--- config.mk ---
export PLATFORM = sky130hd
export DESIGN_NAME = qcadc_ctrl
export DESIGN_NICKNAME = d
export VERILOG_FILES = /design/src/verilog/qcadc_pkg.sv /design/src/verilog/qcadc_ctrl.sv
export SDC_FILE = /design/constraint.sdc
export NUM_CORES = 1
export LEC_CHECK = 0
export ABC_AREA = 1
export BUFFER_PORTS_ARGS = -buffer_cell sky130_fd_sc_hd__buf_2
export CAP_MARGIN = 40
export CORE_UTILIZATION = 45
export DETAILED_ROUTE_END_ITERATION = 12
export SLEW_MARGIN = 20
export SYNTH_ARGS = -nofsm -noshare
export SYNTH_HDL_FRONTEND = slang
export SYNTH_SLANG_ARGS = --single-unit
export TNS_END_PERCENT = 20
--- constraint.sdc ---
create_clock -name pclk -period 2.65 [get_ports pclk]
set_input_delay 0.1325 -clock pclk [delete_from_list [all_inputs] [get_ports pclk]]
set_output_delay 0.1325 -clock pclk [all_outputs]
set_load 0.03 [all_outputs]
--- src/verilog/qcadc_pkg.sv ---
// Constants, types and helpers shared by the quad current converter control
package qcadc_pkg;

  // ****************************************
  // Clock and timing
  // ****************************************
  localparam int unsigned CLK_PERIOD_NS = 25;
  localparam int unsigned PRESCALE_DIV = 4;
  localparam logic [1:0] PRESCALE_LAST = 2'(PRESCALE_DIV - 1);
  // Sequencer figures, in internal clock ticks
  localparam logic [11:0] CONT_MRAZ_TICKS = 12'd1470;
  localparam logic [11:0] NCONT_MRAZ_TICKS = 12'd2901;
  localparam logic [11:0] CONT_READY_DELAY = 12'd1380;
  localparam logic [11:0] FIRST_NCONT_READY_DELAY = 12'd1379;
  // Least spacing of toggle edges: 2.5 kSPS and 3.125 kSPS
  localparam int unsigned LOPWR_MIN_PERIOD_NS = 400000;
  localparam int unsigned HISPD_MIN_PERIOD_NS = 320000;
  localparam int unsigned LOPWR_MIN_CYC =
    (LOPWR_MIN_PERIOD_NS + CLK_PERIOD_NS - 1) / CLK_PERIOD_NS;
  localparam int unsigned HISPD_MIN_CYC =
    (HISPD_MIN_PERIOD_NS + CLK_PERIOD_NS - 1) / CLK_PERIOD_NS;
  localparam logic [2:0] SETTLE_INTEGRATE_TOGGLE = 3'd4;

  // ****************************************
  // Register map
  // ****************************************
  localparam int unsigned ADDR_W = 8;
  localparam logic [7:0] CTRL_OFS = 8'h00;
  localparam logic [7:0] STATUS_OFS = 8'h04;
  localparam logic [7:0] RESULT_OFS = 8'h10;
  localparam logic [31:0] CTRL_RESET = 32'h0000_0001;
  localparam int unsigned CTRL_RUN_BIT = 0;
  localparam int unsigned ST_STATE_LSB = 0;
  localparam int unsigned ST_CONT_BIT = 4;
  localparam int unsigned ST_MBSY_BIT = 5;
  localparam int unsigned ST_READY_BIT = 6;
  localparam int unsigned ST_SPEED_BIT = 7;
  localparam int unsigned ST_PRESC_BIT = 8;
  localparam int unsigned ST_SETTLED_BIT = 9;
  localparam int unsigned ST_OVERRUN_BIT = 10;
  localparam int unsigned RESULT_W = 20;
  localparam int unsigned CHANNELS = 4;
  localparam int unsigned SHIFT_W = RESULT_W * CHANNELS;

  typedef enum logic [3:0] {
    ST_BOOT, ST_NC_MEAS_A, ST_NC_PREP_A, ST_INT_A, ST_INT_B_MEAS_A,
    ST_INT_A_MEAS_B, ST_INT_B, ST_NC_PREP_B, ST_NC_MEAS_B
  } qcadc_state_t;

  typedef struct packed {
    logic clock_prescale_sel;
    logic speed_power_sel;
    logic integrate_toggle;
    logic serial_shift_clock;
    logic chain_in;
  } qcadc_pins_t;

  typedef struct packed {
    logic [RESULT_W-1:0] integrate_toggle_b;
    logic [RESULT_W-1:0] integrate_toggle_a;
  } qcadc_adc_t;

  typedef struct packed {
    logic integ_side_a;
    logic meas_busy;
    logic cont_mode;
    logic inputs_grounded;
    logic integ_reset;
  } qcadc_seq_t;

  function automatic logic qcadc_is_cont(input qcadc_state_t s);
    return s inside {ST_INT_A, ST_INT_B_MEAS_A, ST_INT_A_MEAS_B, ST_INT_B};
  endfunction

endpackage

--- src/verilog/qcadc_ctrl.sv ---
// Digital control, sequencer and serial readout of the quad converter
//
// Summary of operation
// - Prescale pin high divides system clock by four
// - Speed select low: low power, 2.5 kSPS limit
// - Speed select high: high speed, 3.125 kSPS limit
// - Ready output low when a result is available
// - Ready timed from divided clock, arbitrary phase
// - Low reset clears asynchronously; host holds 50 us, bench holds 20 cycles (500 ns)
// - Toggle input sets integration period, synchronised
// - Readout independent of conversion clock
// - Two converters interleaved over four channels
// - Each cycle converts two sides, then resets them
// - Long conversion gives continuous integration mode
// - Short conversion pauses integration, non-continuous mode
// - Chain input shifts in upstream converter data
// - Ready delays 1380 continuous, 1379 first non-continuous
// - Ready stays low until shift clock high-low
// - Sequencer follows toggle level, not edges
//
// Implementation choices: register access over APB and the register addresses.
`timescale 1ns/10ps
module qcadc_ctrl #(
  parameter int unsigned LOPWR_MIN_CYC = qcadc_pkg::LOPWR_MIN_CYC,
  parameter int unsigned HISPD_MIN_CYC = qcadc_pkg::HISPD_MIN_CYC
) (
  input wire logic pclk,
  input wire logic presetn,
  input wire logic psel,
  input wire logic penable,
  input wire logic pwrite,
  input wire logic [qcadc_pkg::ADDR_W-1:0] paddr,
  input wire logic [31:0] pwdata,
  output logic [31:0] prdata,
  output logic pready,
  output logic pslverr,
  input wire qcadc_pkg::qcadc_pins_t pins,
  input wire qcadc_pkg::qcadc_adc_t adc,
  output logic result_ready_n,
  output logic serial_out,
  output qcadc_pkg::qcadc_seq_t seq
);
  import qcadc_pkg::*;

  // ****************************************
  // Pin synchronisers
  // ****************************************
  qcadc_pins_t pins_meta_reg;
  qcadc_pins_t pins_s_reg;
  logic sclk_d_reg;
  logic tog_d_reg;
  logic [1:0] warm_reg;

  always_ff @(posedge pclk or negedge presetn) begin
    if (!presetn) begin
      pins_meta_reg <= '0;
      pins_s_reg <= '0;
      sclk_d_reg <= 1'b0;
      tog_d_reg <= 1'b0;
      warm_reg <= 2'h0;
    end else begin
      pins_meta_reg <= pins;
      pins_s_reg <= pins_meta_reg;
      if (warm_reg != 2'h3) warm_reg <= warm_reg + 2'h1;
      sclk_d_reg <= pins_s_reg.serial_shift_clock;
      tog_d_reg <= pins_s_reg.integrate_toggle;
    end
  end

  wire logic tog = pins_s_reg.integrate_toggle;
  // No edges until delayed copies hold real pin levels, else a pin
  // that is high at reset release looks like a fresh edge
  wire logic warm = (warm_reg == 2'h3);
  wire logic sclk_rise = warm & pins_s_reg.serial_shift_clock & ~sclk_d_reg;
  wire logic sclk_fall = warm & ~pins_s_reg.serial_shift_clock & sclk_d_reg;
  wire logic tog_edge = warm & (tog ^ tog_d_reg);

  // ****************************************
  // Internal clock divider
  // ****************************************
  // Free running, so its phase against the toggle is not controlled
  logic [1:0] div_reg;
  always_ff @(posedge pclk or negedge presetn) begin
    if (!presetn) div_reg <= 2'h0;
    else div_reg <= div_reg + 2'h1;
  end
  wire logic tick = ~pins_s_reg.clock_prescale_sel |
                    (div_reg == PRESCALE_LAST);

  // ****************************************
  // Integrate/measure sequencer
  // ****************************************
  qcadc_state_t state_reg, state_next;
  logic [11:0] mraz_cnt_reg, mraz_half_reg, rdy_cnt_reg;
  logic mraz_start, rdy_start;
  logic [11:0] mraz_len, rdy_len;
  logic run_en;
  wire logic mbsy = (mraz_cnt_reg != 12'h000);

  always_comb begin
    state_next = state_reg;
    mraz_start = 1'b0;
    mraz_len = CONT_MRAZ_TICKS;
    rdy_start = 1'b0;
    rdy_len = CONT_READY_DELAY;
    if (!run_en) begin
      state_next = ST_BOOT;
    end else if (tick) begin
      unique case (state_reg)
        ST_BOOT: begin
          state_next = tog ? ST_NC_MEAS_A : ST_NC_MEAS_B;
          mraz_start = 1'b1;
          mraz_len = NCONT_MRAZ_TICKS;
        end
        ST_NC_MEAS_A: if (!mbsy) state_next = ST_NC_PREP_A;
        ST_NC_PREP_A: if (tog) state_next = ST_INT_A;
        ST_NC_PREP_B: if (!tog) state_next = ST_INT_B;
        ST_NC_MEAS_B: if (!mbsy) state_next = ST_NC_PREP_B;
        ST_INT_A: if (!tog) begin
          state_next = ST_INT_B_MEAS_A;
          mraz_start = 1'b1;
          rdy_start = 1'b1;
        end
        ST_INT_B: if (tog) begin
          state_next = ST_INT_A_MEAS_B;
          mraz_start = 1'b1;
          rdy_start = 1'b1;
        end
        ST_INT_B_MEAS_A: if (tog) begin
          state_next = mbsy ? ST_NC_MEAS_A : ST_INT_A_MEAS_B;
          mraz_start = 1'b1;
          mraz_len = mbsy ? NCONT_MRAZ_TICKS : CONT_MRAZ_TICKS;
          rdy_start = 1'b1;
          rdy_len = mbsy ? FIRST_NCONT_READY_DELAY
                         : CONT_READY_DELAY;
        end
        ST_INT_A_MEAS_B: if (!tog) begin
          state_next = mbsy ? ST_NC_MEAS_B : ST_INT_B_MEAS_A;
          mraz_start = 1'b1;
          mraz_len = mbsy ? NCONT_MRAZ_TICKS : CONT_MRAZ_TICKS;
          rdy_start = 1'b1;
          rdy_len = mbsy ? FIRST_NCONT_READY_DELAY
                         : CONT_READY_DELAY;
        end
        default: state_next = ST_BOOT;
      endcase
    end
  end

  always_ff @(posedge pclk or negedge presetn) begin
    if (!presetn) begin
      state_reg <= ST_BOOT;
      mraz_cnt_reg <= 12'h000;
      mraz_half_reg <= 12'h000;
      rdy_cnt_reg <= 12'h000;
    end else begin
      state_reg <= state_next;
      if (mraz_start) begin
        mraz_cnt_reg <= mraz_len;
        mraz_half_reg <= mraz_len >> 1;
      end else if (tick && mbsy) begin
        mraz_cnt_reg <= mraz_cnt_reg - 12'h001;
      end
      if (!run_en) rdy_cnt_reg <= 12'h000;
      else if (rdy_start) rdy_cnt_reg <= rdy_len;
      else if (tick && rdy_cnt_reg != 12'h000)
        rdy_cnt_reg <= rdy_cnt_reg - 12'h001;
    end
  end

  // Converter A serves channels 1 and 2, converter B channels 3 and 4
  wire logic cap_first = tick && mbsy &&
                         (mraz_cnt_reg == mraz_half_reg);
  wire logic load = tick && (rdy_cnt_reg == 12'h001);
  logic [RESULT_W-1:0] first_a_reg, first_b_reg;
  logic [RESULT_W-1:0] result_reg [CHANNELS];
  wire logic [SHIFT_W-1:0] frame = {first_a_reg, adc.integrate_toggle_a,
                                    first_b_reg, adc.integrate_toggle_b};

  always_ff @(posedge pclk or negedge presetn) begin
    if (!presetn) begin
      first_a_reg <= '0;
      first_b_reg <= '0;
      seq <= '0;
      for (int i = 0; i < CHANNELS; i++) result_reg[i] <= '0;
    end else begin
      if (cap_first) begin
        first_a_reg <= adc.integrate_toggle_a;
        first_b_reg <= adc.integrate_toggle_b;
      end
      if (load) begin
        result_reg[0] <= first_a_reg;
        result_reg[1] <= adc.integrate_toggle_a;
        result_reg[2] <= first_b_reg;
        result_reg[3] <= adc.integrate_toggle_b;
      end
      seq.integ_side_a <= state_next inside {ST_INT_A, ST_INT_A_MEAS_B};
      seq.meas_busy <= mbsy;
      seq.cont_mode <= qcadc_is_cont(state_next);
      seq.inputs_grounded <= ~qcadc_is_cont(state_next);
      seq.integ_reset <= tick && (mraz_cnt_reg == 12'h001);
    end
  end

  // ****************************************
  // Serial readout and ready
  // ****************************************
  // Shifts on sampled shift clock rising edges; loads the frame on the tick that ends the ready count
  logic [SHIFT_W-1:0] shift_reg;
  logic [2:0] integrate_toggle_cnt_reg;
  always_ff @(posedge pclk or negedge presetn) begin
    if (!presetn) begin
      shift_reg <= '0;
      serial_out <= 1'b0;
      result_ready_n <= 1'b1;
      integrate_toggle_cnt_reg <= 3'h0;
    end else begin
      if (load) begin
        shift_reg <= frame;
        serial_out <= frame[SHIFT_W-1];
        result_ready_n <= 1'b0;
        if (integrate_toggle_cnt_reg != SETTLE_INTEGRATE_TOGGLE)
          integrate_toggle_cnt_reg <= integrate_toggle_cnt_reg + 3'h1;
      end else begin
        if (sclk_rise) begin
          shift_reg <= {shift_reg[SHIFT_W-2:0],
                        pins_s_reg.chain_in};
          serial_out <= shift_reg[SHIFT_W-2];
        end
        if (sclk_fall) result_ready_n <= 1'b1;
      end
    end
  end

  // ****************************************
  // Rate check against speed mode
  // ****************************************
  logic [16:0] gap_cnt_reg;
  logic overrun_reg;
  logic [31:0] ctrl_reg;
  wire logic [16:0] min_gap = pins_s_reg.speed_power_sel ?
    17'(HISPD_MIN_CYC) : 17'(LOPWR_MIN_CYC);
  wire logic overrun_set = tog_edge && (gap_cnt_reg < min_gap);
  assign run_en = ctrl_reg[CTRL_RUN_BIT];

  // ****************************************
  // APB slave, one wait state
  // ****************************************
  wire logic acc = psel & penable & ~pready;
  wire logic done = psel & penable & pready;
  wire logic [ADDR_W-1:0] res_idx_a = paddr - RESULT_OFS;
  wire logic is_ctrl = (paddr == CTRL_OFS);
  wire logic is_stat = (paddr == STATUS_OFS);
  wire logic is_res = (paddr >= RESULT_OFS) && (paddr[1:0] == 2'h0) &&
                      (res_idx_a[ADDR_W-1:2] < 6'(CHANNELS));
  wire logic clr_ovr = done && pwrite && is_stat && pwdata[ST_OVERRUN_BIT];
  wire logic [31:0] status = {21'h0, overrun_reg,
    integrate_toggle_cnt_reg == SETTLE_INTEGRATE_TOGGLE, pins_s_reg.clock_prescale_sel,
    pins_s_reg.speed_power_sel, ~result_ready_n, mbsy,
    qcadc_is_cont(state_reg), state_reg};
  wire logic [31:0] rd_mux = is_ctrl ? ctrl_reg : is_stat ? status :
    is_res ? 32'(result_reg[res_idx_a[3:2]]) : 32'h0000_0000;

  always_ff @(posedge pclk or negedge presetn) begin
    if (!presetn) begin
      pready <= 1'b0;
      prdata <= 32'h0000_0000;
      pslverr <= 1'b0;
      ctrl_reg <= CTRL_RESET;
      gap_cnt_reg <= 17'h0_0000;
      overrun_reg <= 1'b0;
    end else begin
      pready <= acc;
      pslverr <= acc & ~(is_ctrl | is_stat | is_res);
      prdata <= (acc && !pwrite) ? rd_mux : 32'h0000_0000;
      if (done && pwrite && is_ctrl) ctrl_reg <= pwdata;
      if (tog_edge) gap_cnt_reg <= 17'h0_0000;
      else if (gap_cnt_reg != 17'h1_FFFF)
        gap_cnt_reg <= gap_cnt_reg + 17'h0_0001;
      // Set wins over a same-cycle clear
      if (overrun_set) overrun_reg <= 1'b1;
      else if (clr_ovr) overrun_reg <= 1'b0;
    end
  end
endmodule

; Word-level counts from Yosys, hierarchy flattened
; Index checks and enable logic that the tools add are counted.
[classes]
n_addsub = 7
n_mul = 0
div_mod_pow = 0
magnitude_cmp = 4
n_eq_ne = 23
shift = 0
mux = 56
bitwise_logic = 21
reduce_logical = 30
[ops]
columns = cell, n
row1 = 79-bit 2-to-1 mux, 2
row2 = 12-bit 2-to-1 mux, 11
row3 = 20-bit 2-to-1 mux, 4
row4 = 32-bit 2-to-1 mux, 2
row5 = 4-bit 2-to-1 mux, 12
row6 = 20-bit binary-select mux with 2-bit select, 1
row7 = 12-bit one-hot mux with 3 select lines, 1
row8 = 4-bit one-hot mux with 9 select lines, 1
row9 = 17-bit 2-to-1 mux, 2
row10 = 4-bit by 3-bit equality test with 1-bit output (second input constant), 7
row11 = 12-bit by 1-bit equality test with 1-bit output (second input constant), 2
row12 = 12-bit nonzero test, 2
row13 = 12-bit by 1-bit subtractor with 12-bit output (second input constant), 2
row14 = 17-bit by 1-bit adder with 17-bit output (second input constant), 1
row15 = 17-bit by 14-bit less-than comparator with 1-bit output, 1
row16 = 17-bit != test (second input constant), 1
row17 = 3-bit 2-to-1 mux, 5
row18 = 1-bit logical AND, 13
row19 = 12-bit by 11-bit equality test with 1-bit output, 1
row20 = 4-bit by 2-bit equality test with 1-bit output (second input constant), 3
row21 = 1-bit 2-to-1 mux, 12
row22 = 2-bit nonzero test, 6
row23 = 1-bit bitwise AND, 9
row24 = 8-bit by 3-bit equality test with 1-bit output (second input constant), 1
row25 = 27 further kinds, 39
[totals]
regBits = 348
latchBits = 0
mem_bits_rw = 0
romBits = 0
output_inout_bits = 41
mem_count = 0

; Longest topological paths before layout
; Gate-level depths: netlist (run 1).
[logic_depth]
word_depth = 9
ltp_mapped = 16

; Worst setup path before layout (run 1)
; OpenSTA, ideal clock, no wires.
[synth_path]
path_kind = reg-to-reg
start = register gap_cnt_reg[7]
end = register gap_cnt_reg[14]
setup_time_ns = 0.094
t_arrival_ns = 1.999
path_slack_ns = 0.557
path_stages_with_launch = 17
period_less_slack_ns = 2.093
path_cell_list = dfrtp_1 > nand2_1 > inv_1 > nand3_1 > inv_1 > nand4_1 > nor4_1 > ha_1 > inv_2 > nand3_1 > nor2_2 > nand2_1 > nor2_1 > nand3_1 > nor2_1 > a21oi_1 > a211oi_1
[synth_via]
elab_chain_cells = 3
elab_cells_between_ends = 5
classes_between = add/sub (1) / eq/ne (1) / mux (2) / reduce/logical (1)
[synth_rtl]
columns = element, line
row1 = "start, declared", qcadc_ctrl.sv:238  ; logic [16:0] gap_cnt_reg;
row2 = "start signal, assigned", qcadc_ctrl.sv:279  ; gap_cnt_reg <= gap_cnt_reg + 17'h0_0001;
row3 = 17-bit by 1-bit adder with 17-bit output, qcadc_ctrl.sv:279
row4 = 17-bit 2-to-1 mux, qcadc_ctrl.sv:278  ; else if (gap_cnt_reg != 17'h1_FFFF)
row5 = 17-bit 2-to-1 mux, qcadc_ctrl.sv:277  ; if (tog_edge) gap_cnt_reg <= 17'h0_0000;
; Parallel ways exist; a longest one is shown, timed or not. The select of a mux whose other input is x is not followed.
; A chain may end at the register's enable or synchronous reset.

; Worst setup path in the final report (run 1)
[layout_path]
start = register mraz_cnt_reg[0]
end = register first_b_reg[16]
[layout_via]
elab_chain_cells = 3
elab_cells_between_ends = 4
classes_between = eq/ne (1) / reduce/logical (3)
[layout_rtl]
columns = element, line
row1 = "start, declared", qcadc_ctrl.sv:94  ; logic [11:0] mraz_cnt_reg, mraz_half_reg, rdy_cnt_reg;
row2 = "start signal, assigned", qcadc_ctrl.sv:159  ; mraz_cnt_reg <= mraz_len;
row3 = "start signal, assigned", qcadc_ctrl.sv:162  ; mraz_cnt_reg <= mraz_cnt_reg - 12'h001;
row4 = 12-bit nonzero test, qcadc_ctrl.sv:98  ; wire logic mbsy = (mraz_cnt_reg != 12'h000);
row5 = 1-bit logical AND, qcadc_ctrl.sv:172  ; wire logic cap_first = tick && mbsy &&
row6 = 1-bit logical AND *, qcadc_ctrl.sv:172
row7 = "end signal, assigned", qcadc_ctrl.sv:189  ; first_b_reg <= adc.integrate_toggle_b;
row8 = "end, declared", qcadc_ctrl.sv:175  ; logic [RESULT_W-1:0] first_a_reg, first_b_reg;
; Every way passes the cells marked *; elsewhere a longest branch is shown, timed or not.

==> impl_metrics.toml, run 1 <==
[status]
status = "complete, no violations"

[cells_and_area]
area_delta_synth_final_pct = 21.9
design_area_sq_um = 18200
drive_gt1_share_pct = 16.0
antenna_cells = 0
final_nets = 1947
largest_register_ffs = 80

[logic_synthesis]
ys_async_sr_fraction_pct = 100
synth_ff_type = "dfrtp_1"
synth_nets = 1744
yosysTopAreaCellShare_pct = 56.7
ys_seq_area_share_pct = 57.1
yosys_register_bits = 340
synth.area.top_cells = "dfrtp_1, nand2_1, nand3_1"
synth_most_common_cell = "nand2_1"
synth_top_area_cell = "dfrtp_1"
ys.warnings.count = 0
netlist_instances = 1642
syn_area_per_cell_sq_um = 9.08
netlist_area_sq_um = 14900
ys_types = 45
synth_edf_count = 0
ys_top_cells_by_count = "nand2_1, dfrtp_1, nand3_1, o21ai_0, inv_1"

[worst_setup_path]
cp-end-kind = "flop"
worstPathMaxFanout = 40
cp.arrival_ns = 2.78
startpoint_type = "flop"
r2r_cells = 11
worst-setup-path-type = "reg -> reg"
cp.required_ns = 3.04

[routing]
wl_met1_um = 17400
first_iter_violations = 845
vias_per_cell = 5.13
top_layer_used = "met4"
wl_met2_um = 18000
vias = 11900
first_pass_iters = 5
wirelength_um = 37800
ant_nets = 0
post-route-drc-count = 0
wl_met3_um = 1690
detail_route.wl_per_cell_um = 16.3

[floorplan]
die-width_um = 184
ios = 131
core_area_sq_um = 32500
rows = 66
start_util_pct = 45.8
die_h_um = 184
fp.dieArea_sq_um = 33900

[place]
io_buffers = 130
placed_cell_area_sq_um = 16100
hpwl_um = 24900
gp_congestion = 0.902

[sta]
tightest_slew_ns = 0.872
setup_viol = 0
rsz0062_at_grt = "false"
fin_skew_ns = 0.0281
hold_viol = 0
fin_crit_ns = 2.39
fmax_mhz = 418
holdWs_ns = 0.0601
fin_tns_setup_ns = 0
final_max_slew_viol_count = 0
slew_headroom_pct = 41.9
fin_crit_sh_pct = 90.3

[min_path]
hold_class = "in -> reg"
min_path_cells = 6

[grt]
grt_overflow_total = 0
grt_use_total_pct = 23.0
grt_antenna_before_repair = 0
grt_max_degree = 209
grt_pass1_wl_um = 61500
grt_pass1_vias = 11700

[clock_network]
cts.sinks = 340
cts_tree = "done"
clk_pin_slew_ns = 0.06
cts_buffers = 38
cts.path.max_buffers = 3
clk_latency_ns = 0.54
post_cts_buffers = 0
htree_num_levels = 2
cts_root_buf = "clkbuf_16"

[power_and_ir_drop]
pwr_density_cell_nw_per_um2 = 787
leakage_uw = 0.00930
ir_drop_uv = 603

[run]
maxCapViolations = 0
[worst max-delay path, stage by stage, from the launching register on]
cell     delay, ns
dfrtp_1       0.40
inv_1         0.08
ha_1          0.24
nand2_2       0.12
nor2_2        0.07
nand2_4       0.07
nand2_2       0.07
inv_2         0.10
nand4_4       0.51
buf_12        0.41
nand2_1       0.07
o21ai_0       0.08
[area by class of cell]
type / count / area (sq um)
inverter: 122 / 458
sequential: 340 / 8510
multi-input combinational: 1101 / 5620
clock buffer: 58 / 1110
clock inverter: 9 / 114
tap: 442 / 553
fill: 3008 / 14400
timing repair buffer: 242 / 1820
[metal layers]
metal | up-vias | track usage [%]
met5 | - | 0
met4 | 0 | 6.00
met3 | 56 | 3.61
met2 | 260 | 37.6
met1 | 5767 | 31.8
li1 | 5797 | -
[report_power, final]
part	leakage [uW]	internal [uW]	switching [uW]	total, uW
Sequential	0.00421	6110	644	6750
Combinational	0.00448	959	1440	2400
Clock	0.000600	3080	2070	5150
Total	0.00930	10100	4150	14300
[cells by family after synthesis]
logic type,synth area share (%)
and+or+nand+nor,22.1
xor gates and xnor gates,0.763
adders and majority gates,1.01
DFF,57.1
muxes,4.35
buffers and inverters,5.59
AOI/OAI and AO/OA,9.12
[stage by stage]
step	utilization, %	power [uW]	setup WS [ns]	instances
floorplan	-	8300	0.557	1642
global placement	49.4	9050	0.321	2165
detailed placement	49.6	9130	0.207	2167
CTS	55.8	14400	0.187	2314
global route	55.9	15100	0.0100	2314
finish	55.9	14300	0.257	2314
[cell usage in the layout, fill, tap and decap left out, types with 19 or more instances in the layout]
cell type / Yosys / final
inv_1: 116 / 116
mux2_4: 20 / 20
nand2_1: 461 / 460
clkbuf_16: 0 / 38
dlygate4sd3_1: 0 / 80
o211ai_1: 30 / 30
nor2_1: 106 / 104
buf_4: 2 / 24
a22oi_1: 19 / 19
o21ai_0: 128 / 128
nand3_1: 174 / 173
a21oi_1: 50 / 50
mux2_2: 31 / 31
dfrtp_1: 338 / 338
buf_2: 38 / 129
[worst paths after layout]
check / startpoint / to / slack, ns
setup / recovery: mraz_cnt_reg[0] / first_b_reg[16] / 0.26
hold / removal: pwrite / overrun_reg / 0.06
setup reg to reg: mraz_cnt_reg[0] / first_b_reg[16] / 0.26
hold reg to reg: pins_meta_reg[3] / pins_s_reg[3] / 0.35
max in group asynchronous: presetn / result_reg[14] / 1.55
min in group asynchronous: presetn / mraz_cnt_reg[10] / 0.23
[repair_timing]
| item | in CTS | in global routing |
|---|---|---|
| hold endpoints to repair | 241 | 0 |
| hold buffers | 80 | 0 |
| gates resized for setup | 0 | 6 |
| endpoints found under the setup margin | 0 | 2 |
(Power assumes the default switching activity.)
==> run 2: changes to the inputs <==
--- a/config.mk
+++ b/config.mk
@@ -10,6 +10,7 @@
 export CAP_MARGIN = 40
 export CORE_UTILIZATION = 45
 export DETAILED_ROUTE_END_ITERATION = 12
+export REMOVE_ABC_BUFFERS = 1
 export SLEW_MARGIN = 20
 export SYNTH_ARGS = -nofsm -noshare
 export SYNTH_HDL_FRONTEND = slang
==> run 2 against run 1 <==
  * Non-clock buffer count rose by 1
  * Power grew 2.6%
  * Design area is 0.54% higher
  * Highest routed layer unchanged
==> impl_metrics.toml, run 2 (synthesis results as in run 1) <==
[worst_setup_path]
r2r-start = "gap_cnt_reg[7]"
rr_endpoint = "gap_cnt_reg[13]"
startpoint_type = "flop"
cp-end-kind = "flop"
cp.required_ns = 3.05
cp.arrival_ns = 2.82
crit_chain = "nand2_1, inv_1, nand3_1, inv_1, nand4_1, nor4_1, ha_2, nor2_1, nand2_1, nor4_1, and2_1, nand2_1, o21ai_0, nor2_1"
path_buf_inv = 2
rrSetupSlack_ns = 0.23
cp_common_cell = "nand2_1"
worst-setup-path-type = "reg -> reg"
worst-path-stages = 14
crit_family = "simple AND/OR/NAND/NOR gates"
r2r_cells = 14
cpPeakStageDelay_ns = 0.43
crit_slowest_cell = "dfrtp_1"
worstPathMaxFanout = 6

[routing]
vias_per_cell = 5.16
first_iter_violations = 998
vias = 11900
detail_route.wl_per_cell_um = 16.1
first_pass_iters = 5
ant_nets = 0
wirelength_um = 37300
post-route-drc-count = 0

[sta]
fin_crit_sh_pct = 91.3
hold_viol = 0
fin_skew_ns = 0.0158
final_max_slew_viol_count = 0
rsz0062_at_grt = "false"
tightest_slew_ns = 0.953
fin_crit_ns = 2.42
fmax_mhz = 413
slew_headroom_pct = 36.5
setup_viol = 0

[min_path]
hold_class = "in -> reg"
min_path_cells = 6
hold_path_end = "overrun_reg"
hp-start = "pwrite"

[run]
maxCapViolations = 0

[cells_and_area]
largest_register_ffs = 80
layout_commonest_cell = "nand2_1"
fin_cells = 2314
antenna_cells = 0
area_delta_synth_final_pct = 22.5
finish.utilization_pct = 56.2
final_cell_mix = "nand2_1, dfrtp_1, nand3_1"
nFillCells = 2951
drive_gt1_share_pct = 16.3
final_nets = 1948

[floorplan]
start_util_pct = 45.8
die-width_um = 184
fp.dieArea_sq_um = 33900
ios = 131
die_h_um = 184
core_area_sq_um = 32500
rows = 66

[clock_network]
cts_root_buf = "clkbuf_16"
cts.sinks = 340
cts_tree = "done"
htree_num_levels = 2
cts.path.max_buffers = 3
clk_pin_slew_ns = 0.06
post_cts_buffers = 0
clk_latency_ns = 0.52
cts_buffers = 38

[grt]
grt_pass1_vias = 11700
grt_antenna_before_repair = 0
grt_pass1_wl_um = 60900
grt_overflow_total = 0
grt_max_degree = 209
grt_use_total_pct = 22.6

[status]
status = "complete, no violations"

[place]
gp_congestion = 0.847
io_buffers = 130
hpwl_um = 24100
dpl.cell_count = 2166

[power_and_ir_drop]
leakage_uw = 0.00935
ir_drop_uv = 591
pwr_density_cell_nw_per_um2 = 803
==> run 2: cell count changes in the layout (fill, tap and decap cells not counted), sizes merged <==
cell      previous run  this run
clkinv               6         8
bufinv               2         5
clkbuf              58        50
buf                162       163
clkinvlp             0         2
==> run 2: repair_timing <==
item | CTS | global route
endpoints found under the hold margin | 215 | 0
hold buffers | 80 | 0
resized for setup | 0 | 2
endpoints found under the setup margin | 0 | 1
==> run 2: worst max path at each step <==
stage	startpoint	endpoint	slack, ns
floorplan	rdy_cnt_reg[0]	shift_reg[10]	-5.67
global placement	div_reg[0]	shift_reg[44]	0.16
detailed placement	gap_cnt_reg[7]	gap_cnt_reg[14]	0.20
CTS	gap_cnt_reg[7]	gap_cnt_reg[14]	0.20
global route	gap_cnt_reg[7]	gap_cnt_reg[14]	0.04
finish	gap_cnt_reg[7]	gap_cnt_reg[13]	0.23
==> run 2: worst register-to-register path: cells and delay by family, from the launching register on <==
kind / cells / cell delay [ns]
buffers and inverters: 2 / 0.14
and+or+nand+nor: 10 / 1.37
adders and majority gates: 1 / 0.22
DFF: 1 / 0.43
AOI/OAI and AO/OA: 1 / 0.16
==> run 2: layer usage <==
metal	track usage (%)	share of wire (%)	vias to the layer above
met5	0	0	-
met4	6.03	1.7	0
met3	3.45	4.8	46
met2	36.7	47	292
met1	31.7	47	5808
li1	-	-	5797
==> run 2: layout make-up <==
type                    instances  area, sq um  share of cell area [%]
flip-flops and latches        340         8510                    46.6
inverters                     122          458                    2.51
repair buffers                243         1820                    9.96
clock buffers                  50         1100                    6.00
well taps                     442          553                    3.03
clock inverters                16          236                    1.29
multi-input cells            1101         5600                    30.6
==> run 2: through the flow <==
| step | total power, uW | worst slack (ns) | area (sq um) | hold slack (ns) | setup TNS, ns |
|---|---|---|---|---|---|
| after detailed placement | 9090 | 0.198 | 16100 | 0.123 | 0 |
| final | 14700 | 0.231 | 18300 | 0.0664 | 0 |
| after CTS | 14800 | 0.198 | 18200 | 0.0505 | 0 |
| after floorplan | 8260 | -5.67 | 14500 | -0.163 | -654.18 |
| after global routing | 15500 | 0.0412 | 18300 | 0.131 | 0 |
| after global placement | 9000 | 0.158 | 16100 | 0.120 | 0 |
==> run 2: where the power goes <==
part	internal (uW)	total [uW]	switching, uW
Clock	3420	5560	2140
Sequential	6110	6740	635
Combinational	953	2370	1410
